### src/tos_prio_defs.svh
`ifndef TOS_PRIO_DEFS_SVH
`define TOS_PRIO_DEFS_SVH

// register offsets of the table bytes held in this bank
`define TOS_PRIO_OFS_00_0C 8'h5F
`define TOS_PRIO_OFS_10_1C 8'h60
`define TOS_PRIO_OFS_20_2C 8'h62
`define TOS_PRIO_OFS_30_3C 8'h63
`define TOS_PRIO_OFS_40_4C 8'h64
`define TOS_PRIO_OFS_50_5C 8'h65
`define TOS_PRIO_OFS_60_6C 8'h66
`define TOS_PRIO_OFS_70_7C 8'h67
`define TOS_PRIO_OFS_80_8C 8'h68

// reset value of every table byte and the idle read value
`define TOS_PRIO_RST 8'h00
`define TOS_PRIO_RD_IDLE 8'h00
`define TOS_PRIO_NONE 2'h0

// code point field of the type-of-service byte
`define TOS_PRIO_IDX_MSB 7
`define TOS_PRIO_IDX_LSB 2

// table geometry
`define TOS_PRIO_FIELD_W 2
`define TOS_PRIO_BYTE_W 8
`define TOS_PRIO_SLOTS 9
`define TOS_PRIO_ENTRIES 64
`define TOS_PRIO_UPPER_FIELDS 28

`endif

### src/tos_prio_pkg.sv
`default_nettype none
package tos_prio_pkg;
    // one priority field
    typedef logic [1:0] prio_t;
    // decoded code point index
    typedef logic [5:0] codeIdx_t;
    // one table byte
    typedef logic [7:0] regByte_t;
    // slot number inside this bank
    typedef logic [3:0] slot_t;
endpackage
`default_nettype wire

### src/tos_prio_byte_reg.sv
`include "tos_prio_defs.svh"
`default_nettype none
module tos_prio_byte_reg #(
    parameter int W = `TOS_PRIO_BYTE_W
) (
    // clock and reset
    input wire logic core_clk,
    input wire logic reset,
    // write side
    input wire logic wrEn,
    input wire logic [W-1:0] wrData,
    // stored value
    output logic [W-1:0] value
);
    // stored byte
    logic [W-1:0] value_q;

    // software write; cleared to priority zero on reset
    always_ff @(posedge core_clk or posedge reset)
    begin
        if (reset)
        begin
            value_q <= W'(`TOS_PRIO_RST);
        end
        else if (wrEn)
        begin
            value_q <= wrData;
        end
    end

    assign value = value_q;
endmodule
`default_nettype wire

### src/tos_prio_select.sv
`include "tos_prio_defs.svh"
`default_nettype none
module tos_prio_select #(
    parameter int ENTRIES = `TOS_PRIO_ENTRIES,
    parameter int FW = `TOS_PRIO_FIELD_W
) (
    // flat table, entry i in bits [FW*i +: FW]
    input wire logic [ENTRIES*FW-1:0] tableBits,
    // code point index
    input wire logic [$clog2(ENTRIES)-1:0] codeIdx,
    // selected priority
    output logic [FW-1:0] prio
);
    // plain indexed part-select: one field per code point, no sharing
    always_comb
    begin
        prio = tableBits[FW*codeIdx +: FW];
    end
endmodule
`default_nettype wire

### src/tos_priority_lookup_table.sv
`include "tos_prio_defs.svh"
`default_nettype none
module tos_priority_lookup_table #(
    parameter int SLOTS = `TOS_PRIO_SLOTS,
    parameter int UPPER_FIELDS = `TOS_PRIO_UPPER_FIELDS
) (
    // clock and reset
    input wire logic core_clk,
    input wire logic reset,
    // register port
    input wire logic [7:0] regAddr,
    input wire logic [7:0] regWrData,
    input wire logic regWrite,
    input wire logic regRead,
    output logic [7:0] regRdData,
    // fields for code points 0x90 and up, from the adjacent bank
    input wire logic [UPPER_FIELDS*2-1:0] upperFields,
    // ingress parser side
    input wire logic tosValid,
    input wire logic [7:0] tosByte,
    input wire logic frameIsIpv4,
    input wire logic frameIsIpv6,
    input wire logic tosPrioEnable,
    // queueing side
    output logic prioValid,
    output logic [1:0] prioOut,
    output logic prioFromTos
);
    // width of the flat table
    localparam int FW = `TOS_PRIO_FIELD_W;
    localparam int ENTRIES = `TOS_PRIO_ENTRIES;
    localparam int LOW_BITS = SLOTS * `TOS_PRIO_BYTE_W;

    // decoded register port
    logic addrHit;
    tos_prio_pkg::slot_t addrSlot;
    // stored table bytes, one per slot
    tos_prio_pkg::regByte_t slotValue [SLOTS];
    // bytes of this bank flattened, slot 0 lowest
    logic [LOW_BITS-1:0] lowBits;
    // whole table as seen by the lookup
    logic [ENTRIES*FW-1:0] tableBits;
    // lookup path
    tos_prio_pkg::codeIdx_t codeIdx;
    tos_prio_pkg::prio_t prioSel;
    logic useTos;
    // registered outputs
    tos_prio_pkg::regByte_t rdData_q;
    logic prioValid_q;
    tos_prio_pkg::prio_t prio_q;
    logic fromTos_q;

    // does the address land on a byte of this bank
    function automatic logic isMapped(input logic [7:0] addr);
        case (addr)
            `TOS_PRIO_OFS_00_0C,
            `TOS_PRIO_OFS_10_1C,
            `TOS_PRIO_OFS_20_2C,
            `TOS_PRIO_OFS_30_3C,
            `TOS_PRIO_OFS_40_4C,
            `TOS_PRIO_OFS_50_5C,
            `TOS_PRIO_OFS_60_6C,
            `TOS_PRIO_OFS_70_7C,
            `TOS_PRIO_OFS_80_8C: isMapped = 1'b1;
            default: isMapped = 1'b0;
        endcase
    endfunction

    // slot of an address; slot s holds code point indices 4s..4s+3
    // note 0x61 is not part of the table, so offsets are not contiguous
    function automatic tos_prio_pkg::slot_t slotOf(input logic [7:0] addr);
        case (addr)
            // code points 0x00-0x0C
            `TOS_PRIO_OFS_00_0C: slotOf = 4'h0;
            // code points 0x10-0x1C
            `TOS_PRIO_OFS_10_1C: slotOf = 4'h1;
            // code points 0x20-0x2C
            `TOS_PRIO_OFS_20_2C: slotOf = 4'h2;
            // code points 0x30-0x3C
            `TOS_PRIO_OFS_30_3C: slotOf = 4'h3;
            // code points 0x40-0x4C
            `TOS_PRIO_OFS_40_4C: slotOf = 4'h4;
            // code points 0x50-0x5C
            `TOS_PRIO_OFS_50_5C: slotOf = 4'h5;
            // code points 0x60-0x6C
            `TOS_PRIO_OFS_60_6C: slotOf = 4'h6;
            // code points 0x70-0x7C
            `TOS_PRIO_OFS_70_7C: slotOf = 4'h7;
            // code points 0x80-0x8C
            `TOS_PRIO_OFS_80_8C: slotOf = 4'h8;
            // unmapped; guarded by isMapped
            default: slotOf = 4'h0;
        endcase
    endfunction

    // address decode, shared by write and read paths
    always_comb
    begin
        addrHit = isMapped(regAddr);
        addrSlot = slotOf(regAddr);
    end

    // one byte register per slot; writes allowed at any time
    for (genvar s = 0; s < SLOTS; s++)
    begin : g_slot
        // write enable for this slot only
        logic slotWr;
        assign slotWr = regWrite && addrHit && (addrSlot == 4'(s));
        tos_prio_byte_reg #(
            .W(`TOS_PRIO_BYTE_W)
        ) u_byte (
            .core_clk(core_clk),
            .reset(reset),
            .wrEn(slotWr),
            .wrData(regWrData),
            .value(slotValue[s])
        );
        // field k of slot s is code point index 4s+k, bits 2k+1..2k
        assign lowBits[s*`TOS_PRIO_BYTE_W +: `TOS_PRIO_BYTE_W] = slotValue[s];
    end

    // full table: this bank low, neighbour bank above it
    assign tableBits = {upperFields, lowBits};

    // read data stand for exactly the cycle after the strobe
    // unmapped addresses and idle cycles read zero
    always_ff @(posedge core_clk or posedge reset)
    begin
        if (reset)
        begin
            rdData_q <= `TOS_PRIO_RD_IDLE;
        end
        else if (regRead && addrHit)
        begin
            rdData_q <= slotValue[addrSlot];
        end
        else
        begin
            rdData_q <= `TOS_PRIO_RD_IDLE;
        end
    end

    assign regRdData = rdData_q;

    // the two low bits of the type-of-service byte are ignored
    assign codeIdx = tosByte[`TOS_PRIO_IDX_MSB:`TOS_PRIO_IDX_LSB];

    // frames without an IP header never consult the table
    assign useTos = tosPrioEnable && (frameIsIpv4 || frameIsIpv6);

    // combinational field select over all sixty-four entries
    tos_prio_select #(
        .ENTRIES(ENTRIES),
        .FW(FW)
    ) u_select (
        .tableBits(tableBits),
        .codeIdx(codeIdx),
        .prio(prioSel)
    );

    // answer strobe, one cycle after each request
    always_ff @(posedge core_clk or posedge reset)
    begin
        if (reset)
        begin
            prioValid_q <= 1'b0;
        end
        else
        begin
            prioValid_q <= tosValid;
        end
    end

    // priority and its source; a write in the same cycle as a lookup
    // is seen by the next lookup, so the answer uses the old value
    always_ff @(posedge core_clk or posedge reset)
    begin
        if (reset)
        begin
            prio_q <= `TOS_PRIO_NONE;
            fromTos_q <= 1'b0;
        end
        else if (tosValid && useTos)
        begin
            prio_q <= prioSel;
            fromTos_q <= 1'b1;
        end
        else
        begin
            // non-IP, source disabled or idle: the queueing logic picks another source
            prio_q <= `TOS_PRIO_NONE;
            fromTos_q <= 1'b0;
        end
    end

    assign prioValid = prioValid_q;
    assign prioOut = prio_q;
    assign prioFromTos = fromTos_q;

    // lookup answer equals the field picked by bits seven..two
    a_index_upper_bits:
    assert property (@(posedge core_clk) disable iff (reset)
        (tosValid && useTos)
        |=> (prioOut == $past(tableBits[FW*tosByte[7:2] +: FW])))
    else $error("priority not taken from code point field");

    // code point 0x10 uses bits 1..0 of byte 0x60
    a_slot60_low:
    assert property (@(posedge core_clk) disable iff (reset)
        (tosValid && useTos && tosByte[7:2] == 6'h04)
        |=> (prioOut == $past(slotValue[1][1:0])))
    else $error("code 0x10 not mapped to byte 0x60 bits 1..0");

    // code point 0x2C uses bits 7..6 of byte 0x62
    a_slot62_high:
    assert property (@(posedge core_clk) disable iff (reset)
        (tosValid && useTos && tosByte[7:2] == 6'h0B)
        |=> (prioOut == $past(slotValue[2][7:6])))
    else $error("code 0x2C not mapped to byte 0x62 bits 7..6");

    // code point 0x34 uses bits 3..2 of byte 0x63
    a_slot63_mid:
    assert property (@(posedge core_clk) disable iff (reset)
        (tosValid && useTos && tosByte[7:2] == 6'h0D)
        |=> (prioOut == $past(slotValue[3][3:2])))
    else $error("code 0x34 not mapped to byte 0x63 bits 3..2");

    // code point 0x48 uses bits 5..4 of byte 0x64
    a_slot64_mid:
    assert property (@(posedge core_clk) disable iff (reset)
        (tosValid && useTos && tosByte[7:2] == 6'h12)
        |=> (prioOut == $past(slotValue[4][5:4])))
    else $error("code 0x48 not mapped to byte 0x64 bits 5..4");

    // write to 0x65 then lookup of 0x5C returns the written bits 7..6
    a_slot65_write:
    assert property (@(posedge core_clk) disable iff (reset)
        (regWrite && regAddr == `TOS_PRIO_OFS_50_5C)
        ##1 (tosValid && useTos && tosByte[7:2] == 6'h17 && !regWrite)
        |=> (prioOut == $past(regWrData[7:6], 2)))
    else $error("byte 0x65 write not seen by code 0x5C");

    // code point 0x60 uses bits 1..0 of byte 0x66
    a_slot66_low:
    assert property (@(posedge core_clk) disable iff (reset)
        (tosValid && useTos && tosByte[7:2] == 6'h18)
        |=> (prioOut == $past(slotValue[6][1:0])))
    else $error("code 0x60 not mapped to byte 0x66 bits 1..0");

    // code point 0x78 uses bits 5..4 of byte 0x67
    a_slot67_mid:
    assert property (@(posedge core_clk) disable iff (reset)
        (tosValid && useTos && tosByte[7:2] == 6'h1E)
        |=> (prioOut == $past(slotValue[7][5:4])))
    else $error("code 0x78 not mapped to byte 0x67 bits 5..4");

    // code point 0x8C uses bits 7..6 of byte 0x68
    a_slot68_high:
    assert property (@(posedge core_clk) disable iff (reset)
        (tosValid && useTos && tosByte[7:2] == 6'h23)
        |=> (prioOut == $past(slotValue[8][7:6])))
    else $error("code 0x8C not mapped to byte 0x68 bits 7..6");

    // code points past this bank come from the neighbour fields
    a_upper_entries:
    assert property (@(posedge core_clk) disable iff (reset)
        (tosValid && useTos && tosByte[7:2] >= 6'h24)
        |=> (prioOut == $past(upperFields[FW*(tosByte[7:2] - 6'h24) +: FW])))
    else $error("upper code point not taken from neighbour fields");

    // code point 0x0C uses bits 7..6 of the lowest byte
    a_slot_lowest:
    assert property (@(posedge core_clk) disable iff (reset)
        (tosValid && useTos && tosByte[7:2] == 6'h03)
        |=> (prioOut == $past(slotValue[0][7:6])))
    else $error("code 0x0C not mapped to lowest byte bits 7..6");

    // write then read back of the same mapped byte returns the data
    a_write_readback:
    assert property (@(posedge core_clk) disable iff (reset)
        (regWrite && addrHit) ##1 (regRead && $stable(regAddr))
        |=> (regRdData == $past(regWrData, 2)))
    else $error("mapped byte did not read back written value");

    // every byte is zero on the first edge after reset
    a_reset_clear:
    assert property (@(posedge core_clk) disable iff (reset)
        $past(reset) |-> (lowBits == '0 && regRdData == `TOS_PRIO_RD_IDLE))
    else $error("table not cleared by reset");

    // unmapped reads and idle cycles answer zero
    a_unmapped_zero:
    assert property (@(posedge core_clk) disable iff (reset)
        !(regRead && addrHit) |=> (regRdData == `TOS_PRIO_RD_IDLE))
    else $error("read data not zero outside a mapped read");

    // non-IP frames never claim this priority, whatever the source enable
    a_non_ip_ignored:
    assert property (@(posedge core_clk) disable iff (reset)
        (tosValid && !(frameIsIpv4 || frameIsIpv6))
        |=> (!prioFromTos && prioOut == `TOS_PRIO_NONE && prioValid))
    else $error("non-IP frame used the lookup priority");

    // IP frames with the source enabled are answered from the table
    a_ip_answered:
    assert property (@(posedge core_clk) disable iff (reset)
        (tosValid && tosPrioEnable && (frameIsIpv4 || frameIsIpv6))
        |=> (prioValid && prioFromTos))
    else $error("IP frame not answered from the table");

    // answer strobe follows each request by one cycle only
    a_valid_follows:
    assert property (@(posedge core_clk) disable iff (reset)
        prioValid == $past(tosValid))
    else $error("answer strobe not one cycle after request");
endmodule
`default_nettype wire

### config.mk
export PLATFORM = sky130hd
export DESIGN_NAME = tos_priority_lookup_table
export DESIGN_NICKNAME = d
export VERILOG_FILES = /design/src/tos_prio_pkg.sv /design/src/tos_prio_byte_reg.sv /design/src/tos_prio_select.sv /design/src/tos_priority_lookup_table.sv
export VERILOG_INCLUDE_DIRS = /design/src
export SDC_FILE = /design/constraint.sdc
export NUM_CORES = 1
export LEC_CHECK = 0
export BUFFER_PORTS_ARGS = -buffer_cell sky130_fd_sc_hd__buf_2
export CORE_UTILIZATION = 50
export CTS_BUF_LIST = sky130_fd_sc_hd__clkbuf_2
export DETAILED_ROUTE_END_ITERATION = 10
export PLACE_DENSITY = 0.72
export SLEW_MARGIN = 20
export SYNTH_ARGS = -nofsm -noshare
export SYNTH_HDL_FRONTEND = slang
export SYNTH_HIERARCHICAL = 1
export SYNTH_SLANG_ARGS = --single-unit
### constraint.sdc
create_clock -name core_clk -period 1.9 [get_ports core_clk]
set_input_delay 0.19 -clock core_clk [delete_from_list [all_inputs] [get_ports core_clk]]
set_output_delay 0.19 -clock core_clk [all_outputs]
set_load 0.03 [all_outputs]
==> flow_summary.json, run 1 <==
{
  "synthArstFlopShare_pct": 100,
  "chipWidth_um": 107,
  "first_pass_grt_wire_length_um": 24100,
  "power.internal_mw": 2.46,
  "critical_path.endpoint_type": "flip-flop",
  "power.share.clock_pct": 25.2,
  "comb_power_share_pct": 21.3,
  "power.switching_fraction_pct": 31.4,
  "post_synth.cell_area_avg_sq_um": 13.6,
  "die_outline_area_sq_um": 11300,
  "io_pins": 100,
  "layout_setup_ws_ns": 0.0518,
  "cts_root_buf": "sky130_fd_sc_hd__clkbuf_2",
  "clockBufferDepth": 2,
  "grt.total_usage_pct": 29.1,
  "timing.slew.headroom_pct": 60.7,
  "final.setup_skew_ns": 0.0332,
  "syn_inst": 401,
  "share_seq_of_total_power_pct": 53.6,
  "synth_area_leaders": "sky130_fd_sc_hd__dfrtp_1 38%, sky130_fd_sc_hd__mux2_4 20%, sky130_fd_sc_hd__mux4_2 12%",
  "numClockSinks": 84,
  "clock_insertion_delay_worst_skew_ns": 0.58,
  "drt-wirelength-per-cell_um": 22.8,
  "worst_path_arrival_time_ns": 2.34,
  "detailed_place_hpwl_um": 12200,
  "synth_edf_count": 0,
  "gp_routability_congestion": 0.948,
  "combinational_family_with_the_most_area_after_synthesis": "multiplexers",
  "routed_wl_um": 15700,
  "antenna_found_initial": 0,
  "p_leak_nw": 3.14,
  "core_sq_um": 10500,
  "slew_violations": 0,
  "final.setup.tns_ns": 0,
  "placementRows": 37,
  "grt_pass1_vias": 4291,
  "rsz0062_at_grt": "no",
  "final.min_clock_period_ns": 1.85,
  "routed_via_density": 6.08,
  "synth-xor-area-share_pct": 0.458,
  "synth_compound_area_share_pct": 8.98,
  "fin_hold_ws_ns": 0.0551,
  "setup-violations-final": 0,
  "post-route-util_pct": 62.4,
  "fin_nets": 635,
  "drtAntennaViolNets": 0,
  "final_cell_count_no_fill": 688,
  "synthFlopType": "sky130_fd_sc_hd__dfrtp_1",
  "dr_total_vias": 4184,
  "final_hold_viol_count": 0,
  "drt-pass1-iter-count": 5,
  "htree_num_levels": 3,
  "cp_max_fo": 3,
  "required_time_worst_endpoint_ns": 2.39,
  "grt_max_degree": 19,
  "maxCapViolCount": 0,
  "syn-num-nets": 489,
  "synth_most_common_cell": "sky130_fd_sc_hd__dfrtp_1",
  "clkSlewWorstSetupHoldPaths_ns": 0.24,
  "run_status": "finished, final reports clean",
  "irDropWorstVdd_uv": 455,
  "design_area_sq_um": 6530,
  "yosys.area_share.simple_pct": 9.03,
  "power_density_nw_per_um2": 549,
  "worstSetupPathType": "reg -> reg",
  "initial_utilization_pct": 52.2,
  "share_of_synthesized_cell_area_in_full_adder_half_adder_and_majority_cells_pct": 0,
  "final_min_period_over_clock_period_pct": 97.3,
  "clock_tree_from_tritoncts": "built",
  "library_cells_used_by_synthesis": 60,
  "detail_route.drc_violations": 0,
  "switchingPower_mw": 1.13,
  "numCtsBuffers": 9,
  "yosys.area.top_type_share_pct": 38.5,
  "dieHeight_um": 107,
  "placedCellCount": 665,
  "port-buffer-count": 97,
  "yosys_register_bits": 84,
  "power.total_mw": 3.58,
  "globalRouteOverflowTotal": 0,
  "dr.first_iter.drc_count": 339,
  "yosysWarnings": 6,
  "post_route_cells_drive_above_1_share_pct": 53.8,
  "synthesis.area_sq_um": 5460,
  "synth_mux_area_share_pct": 37.3,
  "place_ws_ns": -0.256,
  "placed_area_sq_um": 6350,
  "holdCritPathClass": "in -> reg",
  "diodes": 0,
  "areaGrowthSynthToFinish_pct": 19.6,
  "post-cts-setup-buffers": 0,
  "worstSetupStartpointType": "flip-flop",
  "maxClockFrequency_mhz": 541,
  "ys_seq_area_share_pct": 38.5,
  "yosysTopAreaCell": "sky130_fd_sc_hd__dfrtp_1",
  "worst_pin_slew_ns": 0.587,
  "post_synth_most_frequent_cells": "84 x sky130_fd_sc_hd__dfrtp_1, 72 x sky130_fd_sc_hd__mux2_4, 28 x sky130_fd_sc_hd__mux4_2"
}
power by group through the flow:
| stage | clock [mW] | combinational [mW] | sequential [mW] |
|---|---|---|---|
| final | 0.902 | 0.762 | 1.92 |
| after global routing | 1.00 | 0.807 | 1.93 |
| after CTS | 0.923 | 0.753 | 1.92 |
| after detailed placement | 0 | 0.741 | 1.94 |
| after global placement | 0 | 0.721 | 1.94 |
| after floorplan | 0 | 0.433 | 1.94 |
placed cells by master, fill, tap and decap left out, types with 3 or more instances in the layout:
cell type / n
sky130_fd_sc_hd__o22ai_1: 5
sky130_fd_sc_hd__inv_6: 5
sky130_fd_sc_hd__o211ai_1: 3
sky130_fd_sc_hd__nor2_1: 20
sky130_fd_sc_hd__o211a_1: 4
sky130_fd_sc_hd__mux2i_1: 15
sky130_fd_sc_hd__a22oi_1: 8
sky130_fd_sc_hd__nor2b_1: 6
sky130_fd_sc_hd__a21oi_1: 3
sky130_fd_sc_hd__clkbuf_2: 9
sky130_fd_sc_hd__inv_1: 11
sky130_fd_sc_hd__mux2_2: 5
sky130_fd_sc_hd__mux4_1: 4
sky130_fd_sc_hd__o21ai_0: 5
sky130_fd_sc_hd__buf_4: 61
sky130_fd_sc_hd__buf_2: 97
sky130_fd_sc_hd__nor3_1: 6
sky130_fd_sc_hd__nand2_1: 18
sky130_fd_sc_hd__nand2b_1: 5
sky130_fd_sc_hd__dlygate4sd3_1: 7
sky130_fd_sc_hd__a211oi_1: 4
sky130_fd_sc_hd__mux4_2: 28
sky130_fd_sc_hd__mux2_4: 72
sky130_fd_sc_hd__and2_1: 3
sky130_fd_sc_hd__a22o_1: 3
sky130_fd_sc_hd__nand3_1: 9
sky130_fd_sc_hd__dfrtp_1: 84
path summary, 6_finish.rpt:
| kind | cells past startpoint | slack, ns | startpoint | endpoint |
|---|---|---|---|---|
| setup reg to reg | 6 | 0.05 | g_slot[8].u_byte/value[7]$_DFFE_PP0P_ | prioOut[1]$_DFF_PP0_ |
| hold / removal | 3 | 0.06 | tosByte[7] | prioOut[0]$_DFF_PP0_ |
| max in group asynchronous | 3 | 1.30 | reset | regRdData[0]$_DFF_PP0_ |
| hold reg to reg | 1 | 0.58 | g_slot[2].u_byte/value[5]$_DFFE_PP0P_ | g_slot[2].u_byte/value[5]$_DFFE_PP0P_ |
| setup / recovery | 6 | 0.05 | g_slot[8].u_byte/value[7]$_DFFE_PP0P_ | prioOut[1]$_DFF_PP0_ |
| min in group asynchronous | 3 | 0.21 | reset | g_slot[7].u_byte/value[0]$_DFFE_PP0P_ |
worst max-delay path, cell delays in order (launching register included):
cell	delay (ns)
sky130_fd_sc_hd__dfrtp_1	0.46
sky130_fd_sc_hd__mux4_2	0.49
sky130_fd_sc_hd__a22o_1	0.25
sky130_fd_sc_hd__o21ai_1	0.13
sky130_fd_sc_hd__a21oi_1	0.08
sky130_fd_sc_hd__a211o_1	0.23
sky130_fd_sc_hd__and2_1	0.14
sequential cells by signal (all words and copies together), names as in the netlist:
register	flops
g_slot.u_byte/value	72
regRdData	8
prioFromTos	1
prioValid	1
prioOut	2
final cells by class:
class,count,area [sq um]
flip-flops and latches,84,2100
clock inverters,7,63.8
multi-input cells,272,3050
well taps,136,170
fillers,859,3930
repair buffers,167,1050
inverters,13,48.8
clock buffers,9,45.0
cell families (layout without fill, tap and decap cells):
kind of cell / count (synthesis) / in the layout
simple gates: 86 / 86
flops: 84 / 84
xor+xnor: 2 / 2
compound gates: 59 / 59
mux: 125 / 125
buf+inv: 45 / 196
what timing repair did:
item / in CTS / in global routing
hold buffers: 6 / 1
setup endpoints to repair: 1 / 0
hold endpoints to repair: 94 / 1
gates resized for setup: 1 / 0
layer usage:
metal	wire, um	vias up	GRT usage (%)
li1	-	1828	-
met2	7580	208	45.9
met4	469	0	9.69
met3	1070	35	6.19
met1	6600	2113	40.0
met5	0	-	0
Note: power is estimated with default switching activity, not from simulation.
==> run 2: changes to the inputs <==
--- a/config.mk
+++ b/config.mk
@@ -8,7 +8,7 @@
 export LEC_CHECK = 0
 export BUFFER_PORTS_ARGS = -buffer_cell sky130_fd_sc_hd__buf_2
 export CORE_UTILIZATION = 50
-export CTS_BUF_LIST = sky130_fd_sc_hd__clkbuf_2
+export CTS_BUF_LIST = sky130_fd_sc_hd__clkbuf_8
 export DETAILED_ROUTE_END_ITERATION = 10
 export PLACE_DENSITY = 0.72
 export SLEW_MARGIN = 20
==> flow_summary.json, run 2 (same netlist as run 1, synthesis figures left out) <==
{
  "run_status": "finished, final reports clean",
  "antenna_found_initial": 0,
  "final_cell_count_no_fill": 683,
  "grt_pass1_vias": 4309,
  "worst_pin_slew_ns": 0.549,
  "drtAntennaViolNets": 0,
  "final_hold_viol_count": 0,
  "dieHeight_um": 107,
  "areaGrowthSynthToFinish_pct": 20.2,
  "die_outline_area_sq_um": 11300,
  "clock_insertion_delay_worst_skew_ns": 0.39,
  "dr.first_iter.drc_count": 357,
  "first_pass_grt_wire_length_um": 24300,
  "detail_route.drc_violations": 0,
  "initial_utilization_pct": 52.2,
  "numClockSinks": 84,
  "design_area_sq_um": 6560,
  "maxClockFrequency_mhz": 541,
  "drt-wirelength-per-cell_um": 22.9,
  "port-buffer-count": 97,
  "gp_routability_congestion": 0.948,
  "worstSetupPathType": "reg -> reg",
  "maxCapViolCount": 0,
  "final.min_clock_period_ns": 1.85,
  "cp_max_fo": 3,
  "critical_path.endpoint_type": "flip-flop",
  "p_leak_nw": 3.15,
  "post_route_cells_drive_above_1_share_pct": 54.3,
  "required_time_worst_endpoint_ns": 2.18,
  "largest_reg_flops": 72,
  "chipWidth_um": 107,
  "layout_commonest_cell": "sky130_fd_sc_hd__buf_2",
  "grt_max_degree": 19,
  "cts_root_buf": "sky130_fd_sc_hd__clkbuf_8",
  "post-cts-setup-buffers": 0,
  "detailed_place_hpwl_um": 12200,
  "dr_total_vias": 4178,
  "power.total_mw": 3.91,
  "clockBufferDepth": 2,
  "layout_setup_ws_ns": 0.0508,
  "power_density_nw_per_um2": 596,
  "setup-violations-final": 0,
  "routed_via_density": 6.12,
  "final_min_period_over_clock_period_pct": 97.3,
  "io_pins": 100,
  "placed_area_sq_um": 6350,
  "placedCellCount": 665,
  "holdCritPathClass": "in -> reg",
  "final.setup_skew_ns": 0.0119,
  "place_ws_ns": -0.256,
  "irDropWorstVdd_uv": 387,
  "routed_wl_um": 15700,
  "rsz0062_at_grt": "no",
  "globalRouteOverflowTotal": 0,
  "slew_violations": 0,
  "numCtsBuffers": 9,
  "htree_num_levels": 3,
  "worstSetupStartpointType": "flip-flop",
  "grt.total_usage_pct": 29.4,
  "drt-pass1-iter-count": 5,
  "placementRows": 37,
  "clkSlewWorstSetupHoldPaths_ns": 0.09,
  "fin_nets": 630,
  "diodes": 0,
  "core_sq_um": 10500,
  "worst_path_arrival_time_ns": 2.13,
  "timing.slew.headroom_pct": 63.2,
  "layout_common_cells": "97 x sky130_fd_sc_hd__buf_2, 84 x sky130_fd_sc_hd__dfrtp_1, 72 x sky130_fd_sc_hd__mux2_4",
  "clock_tree_from_tritoncts": "built"
}
-- run 2: cell count changes in the layout (fill, tap and decap cells not counted), sizes merged --
cell / previous run / this run
dlygate4sd3: 7 / 2
-- run 2: path summary, 6_finish.rpt --
kind,end,depth (start not counted),slack (ns),startpoint
setup reg to reg,prioOut[1]$_DFF_PP0_,6,0.05,g_slot[8].u_byte/value[7]$_DFFE_PP0P_
setup / recovery,prioOut[1]$_DFF_PP0_,6,0.05,g_slot[8].u_byte/value[7]$_DFFE_PP0P_
max in group asynchronous,regRdData[0]$_DFF_PP0_,3,1.09,reset
hold reg to reg,g_slot[2].u_byte/value[5]$_DFFE_PP0P_,1,0.55,g_slot[2].u_byte/value[5]$_DFFE_PP0P_
min in group asynchronous,g_slot[3].u_byte/value[7]$_DFFE_PP0P_,3,0.43,reset
hold / removal,prioFromTos$_DFF_PP0_,2,0.09,frameIsIpv4
-- run 2: power breakdown --
part	leakage, nW	switching, mW	internal (mW)
Sequential	1.16	0.0616	1.85
Clock	0.0975	0.739	0.509
Combinational	1.89	0.368	0.383
Total	3.15	1.17	2.74
-- run 2: final cells by class --
cell class	count	area [sq um]
fill	846	3900
multi-input combinational	272	3050
clock inverter	7	63.8
inverter	13	48.8
timing repair buffer	162	1000
clock buffer	9	124
sequential	84	2100
tap	136	170
-- run 2: metrics by stage --
stage,utilization [%],hold slack (ns),setup TNS [ns]
final,62.7,0.0923,0
after global routing,62.7,0.108,0
after CTS,62.7,0.102,0
after detailed placement,60.7,0.291,-3.21
after global placement,60.7,0.283,-2.37
after floorplan,-,0.00566,0
-- run 2: worst max-delay path, stage by stage, from the launching register on --
cell	delay, ns
sky130_fd_sc_hd__dfrtp_1	0.41
sky130_fd_sc_hd__mux4_2	0.49
sky130_fd_sc_hd__a22o_1	0.25
sky130_fd_sc_hd__o21ai_1	0.13
sky130_fd_sc_hd__a21oi_1	0.09
sky130_fd_sc_hd__a211o_1	0.23
sky130_fd_sc_hd__and2_1	0.14
-- run 2: routing by layer --
metal | routed length (um) | GRT usage (%) | vias up
met5 | 0 | 0 | -
met4 | 443 | 11.7 | 0
met3 | 1040 | 5.46 | 33
met2 | 7540 | 45.8 | 182
met1 | 6650 | 40.7 | 2142
li1 | - | - | 1821
-- run 2: repair_timing --
| action | CTS | global route |
|---|---|---|
| hold endpoints to repair | 85 | 0 |
| hold buffers | 2 | 0 |
| endpoints found under the setup margin | 1 | 0 |
| gates resized for setup | 1 | 0 |
==> run 3: changes to the inputs <==
--- a/config.mk
+++ b/config.mk
@@ -7,10 +7,11 @@
 export NUM_CORES = 1
 export LEC_CHECK = 0
 export BUFFER_PORTS_ARGS = -buffer_cell sky130_fd_sc_hd__buf_2
-export CORE_UTILIZATION = 50
-export CTS_BUF_LIST = sky130_fd_sc_hd__clkbuf_8
+export CELL_PAD_IN_SITES_DETAIL_PLACEMENT = 0
+export CELL_PAD_IN_SITES_GLOBAL_PLACEMENT = 1
+export CORE_UTILIZATION = 46
 export DETAILED_ROUTE_END_ITERATION = 10
-export PLACE_DENSITY = 0.72
+export PLACE_DENSITY = 0.8
 export SLEW_MARGIN = 20
 export SYNTH_ARGS = -nofsm -noshare
 export SYNTH_HDL_FRONTEND = slang
==> flow_summary.json, run 3 (same netlist as run 1, synthesis figures left out) <==
{
  "routed_wl_um": 15800,
  "slowest_stage": "sky130_fd_sc_hd__mux4_2",
  "chipWidth_um": 111,
  "power_density_nw_per_um2": 668,
  "initial_utilization_pct": 47.4,
  "routed_via_density": 5.97,
  "clockBufferDepth": 2,
  "holdCritPathClass": "in -> reg",
  "dr.first_iter.drc_count": 250,
  "port-buffer-count": 97,
  "gp_routability_congestion": 0.949,
  "dr_total_vias": 4058,
  "critical_path_depth": 6,
  "detailed_place_hpwl_um": 11900,
  "worst_pin_slew_ns": 0.582,
  "worstSetupStartpointType": "flip-flop",
  "top_layer": "met4",
  "io_pins": 100,
  "worstPathBufferInverterCount": 0,
  "drt-pass1-iter-count": 8,
  "globalRouteOverflowTotal": 0,
  "placementRows": 39,
  "irDropWorstVdd_uv": 480,
  "final.setup_skew_ns": 0.00664,
  "numClockSinks": 84,
  "critical_path.endpoint_type": "flip-flop",
  "antenna_found_initial": 0,
  "maxCapViolCount": 0,
  "final_min_period_over_clock_period_pct": 96.3,
  "clkSlewWorstSetupHoldPaths_ns": 0.06,
  "setup-violations-final": 0,
  "final.min_clock_period_ns": 1.83,
  "post-route-util_pct": 57.5,
  "first_pass_grt_wire_length_um": 24400,
  "final_hold_viol_count": 0,
  "dieHeight_um": 111,
  "cts_root_buf": "sky130_fd_sc_hd__clkbuf_16",
  "grt_pass1_vias": 4222,
  "cp_max_fo": 3,
  "numCtsBuffers": 9,
  "areaGrowthSynthToFinish_pct": 21.3,
  "final.setup.tns_ns": 0,
  "slew_violations": 0,
  "post_route_cells_drive_above_1_share_pct": 53.6,
  "drt-wirelength-per-cell_um": 23.2,
  "htree_num_levels": 3,
  "layout_common_cells": "97 x sky130_fd_sc_hd__buf_2, 84 x sky130_fd_sc_hd__dfrtp_1, 72 x sky130_fd_sc_hd__mux2_4",
  "timing.critical_path.cells": "mux4_2 -> a22o_1 -> o21ai_2 -> a21oi_1 -> a211o_1 -> and2_1",
  "grt_max_degree": 23,
  "worst_path_arrival_time_ns": 2.06,
  "grt.total_usage_pct": 26.5,
  "register_area_sq_um": 2100,
  "worstSetupPathType": "reg -> reg",
  "worst_path_dominant_cell_family": "compound AO/OA/AOI/OAI gates",
  "core_sq_um": 11500,
  "wl_met1_um": 6520,
  "fin_nets": 620,
  "clock_insertion_delay_worst_skew_ns": 0.34,
  "timing.slew.headroom_pct": 61.1,
  "place_ws_ns": -0.103,
  "met3_wirelength_um": 1340,
  "run_status": "complete, but fails checks",
  "rsz0062_at_grt": "no",
  "r2r_slack_ns": 0.07,
  "largest_reg_flops": 72,
  "clock_tree_from_tritoncts": "built",
  "diodes": 0,
  "hold_depth": 2,
  "failed_checks": "DRC",
  "cpPeakStageDelay_ns": 0.47,
  "die_outline_area_sq_um": 12300,
  "layout_commonest_cell": "sky130_fd_sc_hd__buf_2",
  "length_in_cells_of_the_worst_reg_to_reg_path": 6,
  "maxClockFrequency_mhz": 547,
  "multiInputGateArea_sq_um": 3050,
  "number_of_fillers_in_the_final_layout": 960,
  "p_leak_nw": 3.15,
  "layout_setup_ws_ns": 0.0703,
  "required_time_worst_endpoint_ns": 2.13,
  "met2_wirelength_um": 7340,
  "detail_route.drc_violations": 20,
  "drtAntennaViolNets": 0,
  "power.total_mw": 4.42
}
==> run 3: cell count changes in the layout (fill, tap and decap cells not counted), moves of 2 or more <==
| cell | previous run | this run |
|---|---|---|
| sky130_fd_sc_hd__clkbuf_16 | 0 | 9 |
| sky130_fd_sc_hd__clkinv_2 | 0 | 2 |
| sky130_fd_sc_hd__inv_6 | 5 | 3 |
| sky130_fd_sc_hd__buf_4 | 61 | 50 |
| sky130_fd_sc_hd__clkbuf_8 | 9 | 0 |
==> run 3: report_power, final <==
part / internal (mW) / total (mW) / leakage [nW] / switching, mW
Combinational: 0.371 / 0.725 / 1.84 / 0.354
Sequential: 1.86 / 1.92 / 1.16 / 0.0659
Clock: 1.03 / 1.78 / 0.147 / 0.750
Total: 3.25 / 4.42 / 3.15 / 1.17
==> run 3: through the flow <==
step           hold WS [ns]  cell area [sq um]  std cells
3_5_place_dp          0.298               6290        661
2_1_floorplan       0.00566               5460        401
3_3_place_gp          0.287               6290        661
6_report              0.129               6620        680
5_1_grt               0.145               6620        680
4_1_cts               0.129               6610        679
==> run 3: worst reg2reg max path, stage by stage (launching register included) <==
cell	delay, ns
sky130_fd_sc_hd__dfrtp_1	0.41
sky130_fd_sc_hd__mux4_2	0.48
sky130_fd_sc_hd__a22o_1	0.26
sky130_fd_sc_hd__o21ai_2	0.14
sky130_fd_sc_hd__a21oi_1	0.08
sky130_fd_sc_hd__a211o_1	0.23
sky130_fd_sc_hd__and2_1	0.14
==> run 3: worst paths after layout <==
| check | from | to |
|---|---|---|
| max | g_slot[8].u_byte/value[1]$_DFFE_PP0P_ | prioOut[1]$_DFF_PP0_ |
| min | frameIsIpv4 | prioFromTos$_DFF_PP0_ |
| max reg2reg | g_slot[8].u_byte/value[1]$_DFFE_PP0P_ | prioOut[1]$_DFF_PP0_ |
| min reg2reg | g_slot[6].u_byte/value[2]$_DFFE_PP0P_ | g_slot[6].u_byte/value[2]$_DFFE_PP0P_ |
| max in group asynchronous | reset | regRdData[4]$_DFF_PP0_ |
| min in group asynchronous | reset | g_slot[1].u_byte/value[6]$_DFFE_PP0P_ |
==> run 3: layer usage <==
metal  up-vias  GRT usage [%]
li1       1803              -
met2       192           40.8
met1      2030           35.3
met4         0           11.0
met5         -              0
met3        33           7.55
==> run 3: timing repair <==
action	in CTS	in global routing
setup endpoints to repair	0	2
buffers inserted	0	1
hold buffers	2	0
resized for setup	0	2
endpoints found under the hold margin	73	0
==> run 3: layout make-up <==
| cell class | count | area share, % |
|---|---|---|
| timing repair buffer | 152 | 14.2 |
| sequential | 84 | 31.7 |
| multi-input combinational | 272 | 46.1 |
| tap | 143 | 2.70 |
| clock inverter | 7 | 1.11 |
| clock buffer | 9 | 3.40 |
| inverter | 13 | 0.737 |
